[config.mk]
export PLATFORM = sky130hd
export DESIGN_NAME = vme_slave_decode_config
export DESIGN_NICKNAME = d
export VERILOG_FILES = /design/src/vme_decode_pkg.sv /design/src/vme_slave_decode_config.sv
export SDC_FILE = /design/constraint.sdc
export NUM_CORES = 1
export LEC_CHECK = 0
export ABC_CLOCK_PERIOD_IN_PS = 1650
export CAP_MARGIN = 40
export CORE_ASPECT_RATIO = 1.25
export CORE_UTILIZATION = 43
export DETAILED_ROUTE_END_ITERATION = 10
export DONT_BUFFER_PORTS = 1
export GPL_TIMING_DRIVEN = 0
export PLACE_DENSITY = 0.62
export SLEW_MARGIN = 30
export SYNTH_ARGS = -nofsm -noshare
export SYNTH_HDL_FRONTEND = slang
export SYNTH_SLANG_ARGS = --single-unit
export TNS_END_PERCENT = 50
[constraint.sdc]
create_clock -name ref_clk -period 1.65 [get_ports ref_clk]
set_clock_uncertainty 0.1 [all_clocks]
set_input_delay 0.165 -clock ref_clk [delete_from_list [all_inputs] [get_ports ref_clk]]
set_output_delay 0.165 -clock ref_clk [all_outputs]
set_load 0.01 [all_outputs]
[src/vme_decode_pkg.sv]
package vme_decode_pkg;

   // ***************************************
   // Timing
   // ***************************************
   localparam int CLK_PERIOD_NS = 10;
   localparam int ACCESS_NS     = 250;
   localparam int ACCESS_CYC    = (ACCESS_NS + CLK_PERIOD_NS - 1)
                                  / CLK_PERIOD_NS;

   // ***************************************
   // Address modifiers and decode
   // ***************************************
   localparam logic [5:0] AM_SIO_USER = 6'h29;
   localparam logic [5:0] AM_SIO_SUP  = 6'h2d;
   localparam logic [2:0] AUX_MODE_RS = 3'h3;

   // ***************************************
   // Configuration register fields
   // ***************************************
   localparam int         CONFIG_REGISTER_ONE_PRI_LSB = 5;
   localparam int         CONFIG_REGISTER_ONE_BR_LSB  = 3;
   localparam int         CONFIG_REGISTER_ONE_CC_BIT  = 2;
   localparam int         CONFIG_REGISTER_ONE_ROR_BIT = 1;
   localparam int         CONFIG_REGISTER_ONE_DIR_BIT = 0;
   localparam logic [7:0] CONFIG_REGISTER_ONE_RST     = 8'h02;
   localparam int         CONFIG_REGISTER_TWO_LMR_BIT = 0;
   localparam int         CONFIG_REGISTER_TWO_SC_BIT  = 1;
   localparam int         CONFIG_REGISTER_TWO_SUP_BIT = 2;
   localparam int         CONFIG_REGISTER_TWO_SFL_BIT = 3;
   localparam logic [7:0] ALL_ONES     = 8'hff;

   // ***************************************
   // Types
   // ***************************************
   typedef enum logic [1:0] {
      PH_IDLE    = 2'b00,
      PH_ACCESS  = 2'b01,
      PH_ACK     = 2'b10,
      PH_RECOVER = 2'b11
   } phase_t;

   typedef struct packed {
      logic        asN;
      logic        ds0N;
      logic        ds1N;
      logic        iackN;
      logic        writeN;
      logic        berrN;
      logic        sysresetN;
      logic        sysclk;
      logic        dmaDtackN;
      logic        ownN;
      logic        carryByteForce;
      logic        supJumper;
      logic [5:0]  am;
      logic [15:1] addr;
      logic [7:0]  data;
      logic [6:0]  baseJumper;
   } vme_in_t;

endpackage : vme_decode_pkg

[src/vme_slave_decode_config.sv]
`timescale 1ns/10ps
module vme_slave_decode_config #(
   parameter int ACCESS_CYCLES = vme_decode_pkg::ACCESS_CYC
) (
   input  wire logic                    ref_clk,
   input  wire logic                    srst,
   input  wire vme_decode_pkg::vme_in_t vmeIn,
   output logic [8:1]                   heldAddr,
   output logic                         boardSelectN,
   output logic                         dmaCtrlSelectN,
   output logic                         talkerListenerSelectN,
   output logic [2:0]                   chipRegisterSelect,
   output logic                         chipRdN,
   output logic                         chipWrN,
   output logic                         localDtackOe,
   output logic                         dataLoOe,
   output logic                         dataHiOe,
   output logic [7:0]                   dataLo,
   output logic [7:0]                   dataHi,
   output logic                         clk8,
   output logic                         onboardReset,
   output logic                         dmaErrorInputN,
   output logic [2:0]                   irqPriority,
   output logic [1:0]                   busReqLevel,
   output logic                         carryCycleEnable,
   output logic                         releaseOnRequestN,
   output logic                         dmaDirection,
   output logic                         syncDetectClr,
   output logic                         localMasterReset,
   output logic                         systemController,
   output logic                         supervisorOnly,
   output logic                         sysfailOe,
   output logic                         ledRed,
   output logic                         ledGreen
);

   // ***************************************
   // State
   // ***************************************
   typedef struct packed {
      vme_decode_pkg::vme_in_t sync1;
      vme_decode_pkg::vme_in_t sync2;
      logic                    sysclkPrev;
      logic                    clk8;
      logic [8:1]              heldAddr;
      logic                    cycleOpen;
      logic                    boardSel;
      vme_decode_pkg::phase_t  phase;
      logic [4:0]              cnt;
      logic                    isRead;
      logic [7:0]              config_register_one;
      logic                    cfg1Wr;
      logic                    local_master_reset;
      logic                    sc;
      logic                    sup;
      logic                    sysfail_control;
      logic                    loOe;
      logic                    hiOe;
      logic [7:0]              loData;
      logic [7:0]              hiData;
   } state_t;

   state_t s_q;
   state_t s_d;

   logic                    decodeRst;
   logic                    obRst;
   logic                    match;
   logic                    strobesOff;
   logic                    dtackBusy;
   logic                    dmaSel;
   logic                    tlcSel;
   logic                    cfgSel;
   logic                    cfgLoad;
   logic [4:0]              lastCnt;
   vme_decode_pkg::vme_in_t b;

   localparam int ACK_DELAY = ACCESS_CYCLES;

   if (ACCESS_CYCLES < 1 || ACCESS_CYCLES > 31) begin : g_bad_cycles
      $error("ACCESS_CYCLES out of range");
   end

   assign lastCnt = 5'(ACCESS_CYCLES - 1);
   assign b       = s_q.sync2;

   // ***************************************
   // Decode
   // ***************************************
   always_comb begin
      decodeRst  = srst | ~b.sysresetN;
      obRst      = decodeRst | s_q.local_master_reset;
      match      = ~b.asN & b.iackN & b.addr[15:9] == b.baseJumper
                   & (b.am == vme_decode_pkg::AM_SIO_USER
                      | b.am == vme_decode_pkg::AM_SIO_SUP);
      strobesOff = b.asN & b.ds0N & b.ds1N;
      dtackBusy  = s_q.phase == vme_decode_pkg::PH_ACK | ~b.dmaDtackN;
      dmaSel     = s_q.boardSel & ~s_q.heldAddr[8];
      tlcSel     = s_q.boardSel & s_q.heldAddr[8] & s_q.heldAddr[4]
                   & ~b.ds0N;
      cfgSel     = s_q.boardSel & s_q.heldAddr[8] & ~s_q.heldAddr[4]
                   & ~b.ds0N;
      cfgLoad    = s_q.phase == vme_decode_pkg::PH_ACCESS
                   & s_q.cnt == lastCnt & ~s_q.isRead & cfgSel;
   end

   // ***************************************
   // Next state
   // ***************************************
   always_comb begin
      s_d        = s_q;
      s_d.sync1  = vmeIn;
      s_d.sync2  = s_q.sync1;
      s_d.cfg1Wr = 1'b0;

      s_d.sysclkPrev = b.sysclk;
      if (b.sysclk & ~s_q.sysclkPrev) begin
         s_d.clk8 = ~s_q.clk8;
      end

      if (~b.asN & ~dtackBusy & ~s_q.cycleOpen) begin
         s_d.heldAddr  = b.addr[8:1];
         s_d.cycleOpen = 1'b1;
      end
      if (match & s_q.cycleOpen & (~b.ds0N | ~b.ds1N)) begin
         s_d.boardSel = 1'b1;
      end
      if (strobesOff & ~dtackBusy) begin
         s_d.boardSel  = 1'b0;
         s_d.cycleOpen = 1'b0;
      end

      case (s_q.phase)
         vme_decode_pkg::PH_IDLE: begin
            if (tlcSel | cfgSel) begin
               s_d.phase  = vme_decode_pkg::PH_ACCESS;
               s_d.cnt    = 5'h00;
               s_d.isRead = ~b.writeN & ~b.carryByteForce ? 1'b0
                            : b.writeN & ~b.carryByteForce;
               if (b.writeN & ~b.carryByteForce) begin
                  s_d.hiOe   = 1'b1;
                  s_d.hiData = vme_decode_pkg::ALL_ONES;
                  s_d.loOe   = cfgSel;
                  s_d.loData = vme_decode_pkg::ALL_ONES;
               end
            end
         end
         vme_decode_pkg::PH_ACCESS: begin
            s_d.cnt = s_q.cnt + 5'h01;
            if (s_q.cnt == lastCnt) begin
               s_d.phase = vme_decode_pkg::PH_ACK;
            end
         end
         vme_decode_pkg::PH_ACK: begin
            if (b.ds0N & b.ds1N) begin
               s_d.phase = vme_decode_pkg::PH_RECOVER;
               s_d.cnt   = 5'h00;
               s_d.loOe  = 1'b0;
               s_d.hiOe  = 1'b0;
            end
         end
         vme_decode_pkg::PH_RECOVER: begin
            s_d.cnt = s_q.cnt + 5'h01;
            if (s_q.cnt == lastCnt) begin
               s_d.phase = vme_decode_pkg::PH_IDLE;
            end
         end
         default: begin
            s_d.phase = vme_decode_pkg::PH_IDLE;
         end
      endcase

      if (cfgLoad & ~s_q.heldAddr[2]) begin
         s_d.config_register_one   = b.data;
         s_d.cfg1Wr = 1'b1;
      end
      if (cfgLoad & s_q.heldAddr[2]) begin
         s_d.local_master_reset = b.data[vme_decode_pkg::CONFIG_REGISTER_TWO_LMR_BIT];
         s_d.sc  = b.data[vme_decode_pkg::CONFIG_REGISTER_TWO_SC_BIT];
         s_d.sup = b.data[vme_decode_pkg::CONFIG_REGISTER_TWO_SUP_BIT];
         s_d.sysfail_control = b.data[vme_decode_pkg::CONFIG_REGISTER_TWO_SFL_BIT];
      end

      if (obRst & ~cfgLoad) begin
         s_d.config_register_one = vme_decode_pkg::CONFIG_REGISTER_ONE_RST;
         s_d.sc   = 1'b0;
         s_d.sup  = b.supJumper;
      end
      if (decodeRst) begin
         s_d.local_master_reset       = 1'b0;
         s_d.sysfail_control       = 1'b0;
         s_d.config_register_one      = vme_decode_pkg::CONFIG_REGISTER_ONE_RST;
         s_d.cfg1Wr    = 1'b0;
         s_d.sc        = 1'b0;
         s_d.sup       = b.supJumper;
         s_d.boardSel  = 1'b0;
         s_d.cycleOpen = 1'b0;
         s_d.heldAddr  = 8'h00;
         s_d.phase     = vme_decode_pkg::PH_IDLE;
         s_d.cnt       = 5'h00;
         s_d.isRead    = 1'b0;
         s_d.loOe      = 1'b0;
         s_d.hiOe      = 1'b0;
         s_d.loData    = 8'h00;
         s_d.hiData    = 8'h00;
      end
      if (srst) begin
         s_d.clk8       = 1'b0;
         s_d.sysclkPrev = 1'b0;
      end
   end

   always_ff @(posedge ref_clk) begin
      s_q <= s_d;
   end

   // ***************************************
   // Outputs
   // ***************************************
   assign heldAddr              = s_q.heldAddr;
   assign boardSelectN          = ~s_q.boardSel;
   assign dmaCtrlSelectN        = ~dmaSel;
   assign talkerListenerSelectN = ~tlcSel;
   assign chipRegisterSelect    = b.carryByteForce
                                  ? vme_decode_pkg::AUX_MODE_RS
                                  : s_q.heldAddr[3:1];
   assign chipRdN  = ~(tlcSel & s_q.isRead
                      & (s_q.phase == vme_decode_pkg::PH_ACCESS
                         | s_q.phase == vme_decode_pkg::PH_ACK));
   assign chipWrN  = ~(tlcSel & ~s_q.isRead
                      & s_q.phase == vme_decode_pkg::PH_ACCESS);
   assign localDtackOe      = s_q.phase == vme_decode_pkg::PH_ACK;
   assign dataLoOe          = s_q.loOe;
   assign dataHiOe          = s_q.hiOe;
   assign dataLo            = s_q.loData;
   assign dataHi            = s_q.hiData;
   assign clk8              = s_q.clk8;
   assign onboardReset      = obRst;
   assign dmaErrorInputN    = ~(~b.berrN & ~b.ownN);
   assign irqPriority       =
      s_q.config_register_one[vme_decode_pkg::CONFIG_REGISTER_ONE_PRI_LSB +: 3];
   assign busReqLevel       =
      s_q.config_register_one[vme_decode_pkg::CONFIG_REGISTER_ONE_BR_LSB +: 2];
   assign carryCycleEnable  = s_q.config_register_one[vme_decode_pkg::CONFIG_REGISTER_ONE_CC_BIT];
   assign releaseOnRequestN = s_q.config_register_one[vme_decode_pkg::CONFIG_REGISTER_ONE_ROR_BIT];
   assign dmaDirection      = s_q.config_register_one[vme_decode_pkg::CONFIG_REGISTER_ONE_DIR_BIT];
   assign syncDetectClr     = s_q.cfg1Wr;
   assign localMasterReset  = s_q.local_master_reset;
   assign systemController  = s_q.sc;
   assign supervisorOnly    = s_q.sup;
   assign sysfailOe         = ~s_q.sysfail_control;
   assign ledRed            = ~s_q.sysfail_control;
   assign ledGreen          = s_q.sysfail_control;
endmodule : vme_slave_decode_config

==> results of run 1 <==
area by class of cell:
type | instances | area, um^2 | share of cell area, %
inverter | 10 | 42.5 | 0.783
timing repair buffer | 67 | 623 | 11.5
buffer | 35 | 259 | 4.76
sequential | 130 | 2630 | 48.3
clock inverter | 7 | 110 | 2.03
multi-input combinational | 150 | 1170 | 21.5
clock buffer | 22 | 453 | 8.33
tap | 120 | 150 | 2.76
through the flow:
stage	power (mW)	hold WS (ns)	TNS, ns
2_1_floorplan	3.46	0.0927	-0.354
3_3_place_gp	3.49	0.0928	-4.32
3_5_place_dp	3.49	0.0928	-4.56
4_1_cts	7.12	0.0659	-0.154
5_1_grt	7.31	0.0885	-0.841
6_report	7.06	0.0794	-0.0328
sequential cells by signal, indices dropped and copies added, names as in the netlist, 2 cells and up:
signal and cells:
b 47, s_d 47, irqPriority 3, s_q 11
heldAddr 8, busReqLevel 2
report_power, final:
| group | leakage (nW) | switching [mW] | internal, mW |
|---|---|---|---|
| Clock | 0.280 | 1.19 | 2.34 |
| Combinational | 0.917 | 0.0739 | 0.123 |
| Sequential | 1.09 | 0.0493 | 3.28 |
critical path, cell delays in order, from the launching register on:
cell and delay (ns):
dfxtp_2 0.33, inv_2 0.05, ha_2 0.15, and4b_2 0.27
nand3_2 0.09, a21o_1 0.19, buf_6 0.14, o2bb2ai_2 0.11
worst max-delay path by stage:
stage | slack (ns) | end | startpoint | cells past startpoint
finish | -0.02 | supervisorOnly | s_q[33] | 7
floorplan | -0.04 | supervisorOnly | s_q[38] | 7
CTS | -0.07 | chipWrN | s_q[38] | 4
global placement | -0.27 | heldAddr[6] | s_q[37] | 7
detailed placement | -0.27 | heldAddr[7] | s_q[37] | 7
global route | -0.08 | supervisorOnly | s_q[38] | 7
repair_timing:
item,4_1_cts,5_1_grt
cloned,0,2
endpoints found under the setup margin,32,43
gates resized for setup,27,24
hold buffers,48,0
setup buffers,10,8
hold endpoints to repair,50,0
pin swaps,9,22
Yosys cell counts, types with 2 or more instances:
| cell type | count | area (um^2) |
|---|---|---|
| a21o_1 | 2 | 15.0 |
| a21oi_1 | 19 | 95.1 |
| buf_4 | 31 | 233 |
| buf_6 | 2 | 22.5 |
| clkbuf_1 | 4 | 15.0 |
| dfxtp_1 | 129 | 2580 |
| ha_1 | 6 | 75.1 |
| inv_1 | 10 | 37.5 |
| mux2i_1 | 11 | 110 |
| nand2_1 | 21 | 78.8 |
| nand2b_1 | 4 | 25.0 |
| nand3_1 | 9 | 45.0 |
| nand4_1 | 3 | 18.8 |
| nor2_1 | 16 | 60.1 |
| nor2b_1 | 7 | 43.8 |
| nor3_1 | 3 | 15.0 |
| nor4_1 | 2 | 12.5 |
| o21ai_0 | 7 | 35.0 |
| or2_2 | 3 | 18.8 |
| or3_1 | 3 | 18.8 |
| xor2_1 | 7 | 61.3 |
cell families (layout without fill, tap and decap cells):
logic type	after synthesis	in the layout	share of synthesized area, %
flip-flops	130	130	66.9
AND/OR/NAND/NOR	86	87	12.4
buffers and inverters	47	141	7.88
AO/OA/AOI/OAI	37	37	6.08
multiplexers	12	12	3.11
XOR/XNOR	8	8	1.79
adder cells (fa/ha/maj)	6	6	1.92
routing by layer:
layer  GRT usage [%]  up-vias
li1                -     1230
met1            14.8     1141
met2            28.2       85
met3            6.56        8
met4            7.38        0
met5               0        -
==> flow_summary.ini, run 1 <==
[layout]
utilization_pct = 62.1
final_cell_mix = 121 x dfxtp_1, 49 x buf_4, 48 x dlygate4sd3_1, 21 x nand2_1
fillers = 682
diodes = 0
synthToLayoutAreaGrowth_pct = 39.1
drive_gt1_share_pct = 29.7
nets = 467
mostFrequentLayoutCell = dfxtp_1
stdcell_area_mm2 = 0.00544
fin_cells = 541

[clock_network]
cts-root-buf = clkbuf_8
cts_tree = yes
htreeDepth = 4
clk_path_buf_depth = 2
numCtsBuffers = 17
clkTransAtPathRegs_ns = 0.06
insertion_delay_ns = 0.50
cts.sinks = 130

[sta]
postLayoutSetupSlackWorst_ns = -0.0189
slew_headroom_pct = 61.7
worst_pin_slew_ns = 0.575
finalCritPeriodShare_pct = 101
hold_viol = 0
max_freq_ghz = 0.599
setup_viol = 2
finalCriticalPeriod_ns = 1.67
rsz0062_at_grt = true
slew_violations = 0

[worst_hold_path]
hp-start = srst
hold_class = input port to flip-flop
hold-path-endpoint = dataHi[0]
min_path_cells = 3

[power]
leakage_nw = 2.29
ir_worst_vdd_mv = 1.04
power_density_mw_per_mm2 = 1300

[logic_synthesis]
synth_area_mm2 = 0.00391
synth_edf_count = 1
avgSynthCellArea_um2 = 12.0
ys_seq_area_share_pct = 66.9
synth_cells = 326
ys_warn_count = 0
yosysUniqueCellTypes = 48
synth_fp_nets = 382
ys_ff_latch = 130
synthArstFlopShare_pct = 0
synth_top_flop_cell = dfxtp_1

[floorplan]
num_io_pins = 103
dieArea_mm2 = 0.00947
die_height_um = 109
die_w_um = 87.3
initial_utilization_pct = 44.7
rows = 38
core_area_mm2 = 0.00875

[placed_design]
place_inst = 446
place_area_mm2 = 0.00408
routabilityCongestion = 0.750
portBuffers = 0
dp_slack_ns = -0.270
dpl.hpwl_mm = 4.25

[route]
wl_met2_mm = 3.99
drc_errors = 0
highest_layer = met4
wl_per_cell_um = 13.7
drt-met1-wl_mm = 2.89
drt-total-wl_mm = 7.40
drtAntennaViolNets = 0
dr_wl_met3_um = 430
drt_iter0_drc = 96
vias_per_cell = 4.55
vias = 2464
drt_first_pass_iters = 4

[worst_setup_path]
rr_endpoint = supervisorOnly
worst_r2r_startpoint = s_q[33]
criticalPathCategory = flip-flop to flip-flop
cp-end-kind = flip-flop
setup.worst_path.start_class = flip-flop
critPathMaxFanout = 5
r2r_setup_slack_ns = -0.02
required_ns = 1.80
cp.arrival_ns = 1.82
r2r_cells = 7

[status]
outcome = complete, but fails checks
violations = setup timing

[global_route]
grt_max_degree = 18
antenna_found_initial = 0
grt_pass1_vias = 2383
grt_usage_pct = 15.5
gr-total-overflow = 0
grt_pass1_wl_mm = 10.7

[flow_run]
maxCapViolCount = 0
Note: power is estimated with default switching activity, not from simulation.
==> run 2, diff against run 1 <==
--- a/config.mk
+++ b/config.mk
@@ -8,11 +8,11 @@
 export ABC_CLOCK_PERIOD_IN_PS = 1650
 export CAP_MARGIN = 40
 export CORE_ASPECT_RATIO = 1.25
-export CORE_UTILIZATION = 43
+export CORE_UTILIZATION = 50
 export DETAILED_ROUTE_END_ITERATION = 10
 export DONT_BUFFER_PORTS = 1
 export GPL_TIMING_DRIVEN = 0
-export PLACE_DENSITY = 0.62
+export PLACE_DENSITY = 0.7
 export SLEW_MARGIN = 30
 export SYNTH_ARGS = -nofsm -noshare
 export SYNTH_HDL_FRONTEND = slang
==> run 2 against run 1 <==
- the run still ends with setup timing left
- global-route usage up 4.0 points
- non-clock buffer count down 1
- register-to-register slack worse by 0.02 ns
- critical path depth down 3
- flip-flop and latch count unchanged
- first-iteration DRC count down 36%
- largest cell class unchanged
==> flow_summary.ini, run 2 (synthesis results as in run 1) <==
[status]
outcome = complete, but fails checks
violations = setup timing

[sta]
setup_viol = 6
worst_pin_slew_ns = 0.526
finalCriticalPeriod_ns = 1.72
whs_ns = 0.102
slew_violations = 0
max_freq_ghz = 0.581
finalCritPeriodShare_pct = 104
postLayoutSetupSlackWorst_ns = -0.0712
rsz0062_at_grt = true
hold_viol = 0
slew_headroom_pct = 65.0

[worst_setup_path]
criticalPathCategory = flip-flop to primary output
required_ns = 1.38
critPathMaxFanout = 3
cp.arrival_ns = 1.46
setup.worst_path.start_class = flip-flop
cp-end-kind = primary output

[floorplan]
rows = 35
die_w_um = 81.1
num_io_pins = 103
die_height_um = 101
core_area_mm2 = 0.00749
dieArea_mm2 = 0.00817
initial_utilization_pct = 52.2

[route]
drt_iter0_drc = 61
drt-total-wl_mm = 7.65
vias_per_cell = 4.87
vias = 2503
wl_per_cell_um = 14.9
drt_first_pass_iters = 4
drc_errors = 0
drtAntennaViolNets = 0

[global_route]
grt_usage_pct = 19.5
gr-total-overflow = 0
antenna_found_initial = 0
grt_max_degree = 18
grt_pass1_wl_mm = 11.3
grt_pass1_vias = 2537

[clock_network]
numCtsBuffers = 17
insertion_delay_ns = 0.51
cts.sinks = 130
htreeDepth = 4
clk_path_buf_depth = 2
cts_tree = yes
cts-root-buf = clkbuf_8
clkTransAtPathRegs_ns = 0.06

[placed_design]
routabilityCongestion = 0.805
portBuffers = 0
place_inst = 418
dpl.hpwl_mm = 4.30

[layout]
fin_cells = 514
utilization_pct = 72.9
synthToLayoutAreaGrowth_pct = 39.8
drive_gt1_share_pct = 31.0
diodes = 0
final_cell_mix = 121 x dfxtp_1, 48 x dlygate4sd3_1, 43 x buf_4, 19 x nand2_1, 18 x a21oi_1
fillers = 485
mostFrequentLayoutCell = dfxtp_1
nets = 466

[worst_hold_path]
hold_class = input port to flip-flop

[power]
power_density_mw_per_mm2 = 1310
leakage_nw = 2.28
ir_worst_vdd_mv = 0.942
p_total_mw = 7.15

[flow_run]
maxCapViolCount = 0
-- run 2: per-layer routing --
layer	GRT usage [%]	share of wire, %
met4	10.2	2.7
met5	0	0
met2	35.6	55
met3	7.42	5.2
met1	18.3	37
-- run 2: power breakdown --
part           switching, mW  leakage (nW)  total, mW  internal (mW)
combinational         0.0757         0.911      0.201          0.125
clock                   1.32         0.279       3.62           2.30
sequential            0.0531          1.09       3.33           3.28
-- run 2: final timing paths --
path	endpoint	cells after the start	slack [ns]	startpoint
worst max-delay path	chipWrN	4	-0.07	s_q[37]
worst max register to register	supervisorOnly	7	-0.04	s_q[37]
worst min register to register	b[10]	0	0.22	s_d[61]
worst min-delay path	s_d[64]	1	0.10	vmeIn[13]
-- run 2: timing repair --
item | 4_1_cts | 5_1_grt
hold buffers | 48 | 0
cloned | 0 | 1
endpoints found under the hold margin | 50 | 0
setup endpoints to repair | 32 | 50
resized for setup | 19 | 37
buffers inserted | 13 | 4
pin swaps | 8 | 8
-- run 2: area by class of cell --
class / count / area [um^2] / share of cell area (%)
sequential: 130 / 2630 / 48.1
multi-input combinational: 150 / 1200 / 21.9
timing repair buffer: 65 / 632 / 11.6
clock buffer: 19 / 422 / 7.72
buffer: 36 / 270 / 4.95
clock inverter: 12 / 159 / 2.91
tap: 92 / 115 / 2.11
inverter: 10 / 40.0 / 0.733
-- run 2: worst max-delay path, cell delays in order (launching register included) --
cell	delay (ns)
dfxtp_4	0.36
buf_12	0.13
ha_4	0.15
and2b_2	0.22
nand3_4	0.09
-- run 2: per-stage QoR --
stage / instance area (um^2) / TNS [ns] / worst slack, ns
floorplan: 3930 / -0.354 / -0.0421
CTS: 5290 / -0.352 / -0.0781
global route: 5460 / -0.908 / -0.115
global placement: 4050 / -3.78 / -0.241
detailed placement: 4050 / -5.06 / -0.292
finish: 5460 / -0.181 / -0.0712
==> run 3, diff against run 2 <==
--- a/config.mk
+++ b/config.mk
@@ -6,7 +6,7 @@
 export NUM_CORES = 1
 export LEC_CHECK = 0
 export ABC_CLOCK_PERIOD_IN_PS = 1650
-export CAP_MARGIN = 40
+export CAP_MARGIN = 20
 export CORE_ASPECT_RATIO = 1.25
 export CORE_UTILIZATION = 50
 export DETAILED_ROUTE_END_ITERATION = 10
==> constraint.sdc (replaced) <==
create_clock -name ref_clk -period 1.65 [get_ports ref_clk]
set_clock_uncertainty 0.1 [all_clocks]
set_input_delay 0.165 -clock ref_clk [delete_from_list [all_inputs] [get_ports ref_clk]]
set_output_delay 0.165 -clock ref_clk [all_outputs]
set_load 0.005 [all_outputs]
==> run 3 against run 2 <==
- the flow still finishes with violations (setup timing)
- total power decreased by 0.66%
- via count is 0.76% higher
- setup slack improved by 0.036 ns
- critical path type is now flip-flop to flip-flop
- critical endpoint is now supervisorOnly
==> flow_summary.ini, run 3 (synthesis results as in run 1) <==
[status]
outcome = complete, but fails checks
violations = setup timing

[worst_setup_path]
cp-end-kind = flip-flop
cp_slowest_cell = dfxtp_2
crit_chain = inv_2 > ha_4 > and4b_2 > nand3_2 > a21o_1 > buf_6 > o2bb2ai_2
cp.arrival_ns = 1.84
critPathMaxFanout = 5
required_ns = 1.81
criticalPathCategory = flip-flop to flip-flop
r2r_setup_slack_ns = -0.04
setup.worst_path.start_class = flip-flop
max_stage_delay_ns = 0.34

[layout]
drive_gt1_share_pct = 31.5
fin_cells = 511
synthToLayoutAreaGrowth_pct = 38.1
fillers = 485
nets = 462
diodes = 0
final_cell_mix = 121 x dfxtp_1, 48 x dlygate4sd3_1, 43 x buf_4, 16 x nand2_1, 16 x clkbuf_16
stdcell_area_mm2 = 0.00540
mostFrequentLayoutCell = dfxtp_1
regArea_mm2 = 0.00263
multi_input_comb_area_mm2 = 0.00118
utilization_pct = 72.1

[placed_design]
place_area_mm2 = 0.00406
place_inst = 418
dp_slack_ns = -0.169
portBuffers = 0
dpl.hpwl_mm = 4.28
routabilityCongestion = 0.735

[global_route]
grt_pass1_vias = 2478
grt_max_degree = 18
grt_pass1_wl_mm = 11.5
antenna_found_initial = 0
grt_usage_pct = 19.7
gr-total-overflow = 0

[route]
drtAntennaViolNets = 0
drc_errors = 0
vias_per_cell = 4.94
vias = 2522
drt_first_pass_iters = 4
drt-total-wl_mm = 7.57
drt_iter0_drc = 97
wl_per_cell_um = 14.8

[power]
p_total_mw = 7.11
ir_worst_vdd_mv = 1.34
leakage_nw = 2.24
power_density_mw_per_mm2 = 1320

[sta]
whs_ns = 0.0865
postLayoutSetupSlackWorst_ns = -0.0355
max_freq_ghz = 0.593
finalCriticalPeriod_ns = 1.69
worst_pin_slew_ns = 0.610
setup_viol = 2
finalCritPeriodShare_pct = 102
slew_headroom_pct = 59.3
setup_tns_ns = -0.0408
slew_violations = 0
hold_viol = 0
rsz0062_at_grt = true

[clock_network]
insertion_delay_ns = 0.51
numCtsBuffers = 17
cts.sinks = 130
clk_path_buf_depth = 2
cts_tree = yes
clkTransAtPathRegs_ns = 0.06
htreeDepth = 4
cts-root-buf = clkbuf_8

[worst_hold_path]
hold_class = input port to flip-flop

[floorplan]
core_area_mm2 = 0.00749
dieArea_mm2 = 0.00817
die_height_um = 101
initial_utilization_pct = 52.2
rows = 35
num_io_pins = 103
die_w_um = 81.1

[flow_run]
maxCapViolCount = 0
run 3: cell count changes in the layout (fill, tap and decap cells not counted), sizes merged:
cell	before	now
buf	50	46
clkinvlp	2	4
inv	12	14
bufinv	3	2
clkbuf	22	21
clkinv	5	4
run 3: final cells by class:
| class | instances | area share, % |
|---|---|---|
| plain buffers | 35 | 4.80 |
| clock buffers | 18 | 7.93 |
| clock inverters | 14 | 2.88 |
| inverters | 10 | 0.788 |
| multi-input cells | 150 | 21.9 |
| flip-flops and latches | 130 | 48.7 |
| well taps | 92 | 2.13 |
| repair buffers | 62 | 10.9 |
run 3: final timing paths:
check	cells past startpoint	startpoint	to
min	3	srst	dataHi[0]
max	7	s_q[33]	supervisorOnly
max reg2reg	7	s_q[33]	supervisorOnly
min reg2reg	0	s_d[75]	b[24]
run 3: routing by layer:
layer	share of wire (%)	GRT usage [%]
met1	38	19.0
met2	54	34.9
met3	5.9	9.23
met4	1.8	9.20
met5	0	0
run 3: critical path: cells and delay by family, from the launching register on:
| kind | cells | cell delay, ns |
|---|---|---|
| AO/OA/AOI/OAI | 2 | 0.32 |
| adder cells (fa/ha/maj) | 1 | 0.12 |
| buffers and inverters | 2 | 0.20 |
| flip-flops | 1 | 0.34 |
| AND/OR/NAND/NOR | 2 | 0.37 |
run 3: power breakdown:
group | internal, mW | switching [mW]
Combinational | 0.126 | 0.0746
Sequential | 3.28 | 0.0525
Clock | 2.21 | 1.37
Total | 5.61 | 1.50
run 3: what timing repair did:
item,CTS,global route
resized for setup,17,30
endpoints found under the hold margin,50,0
gates cloned,1,0
endpoints found under the setup margin,31,49
pin swaps,8,22
setup buffers,10,4
hold buffers,48,0
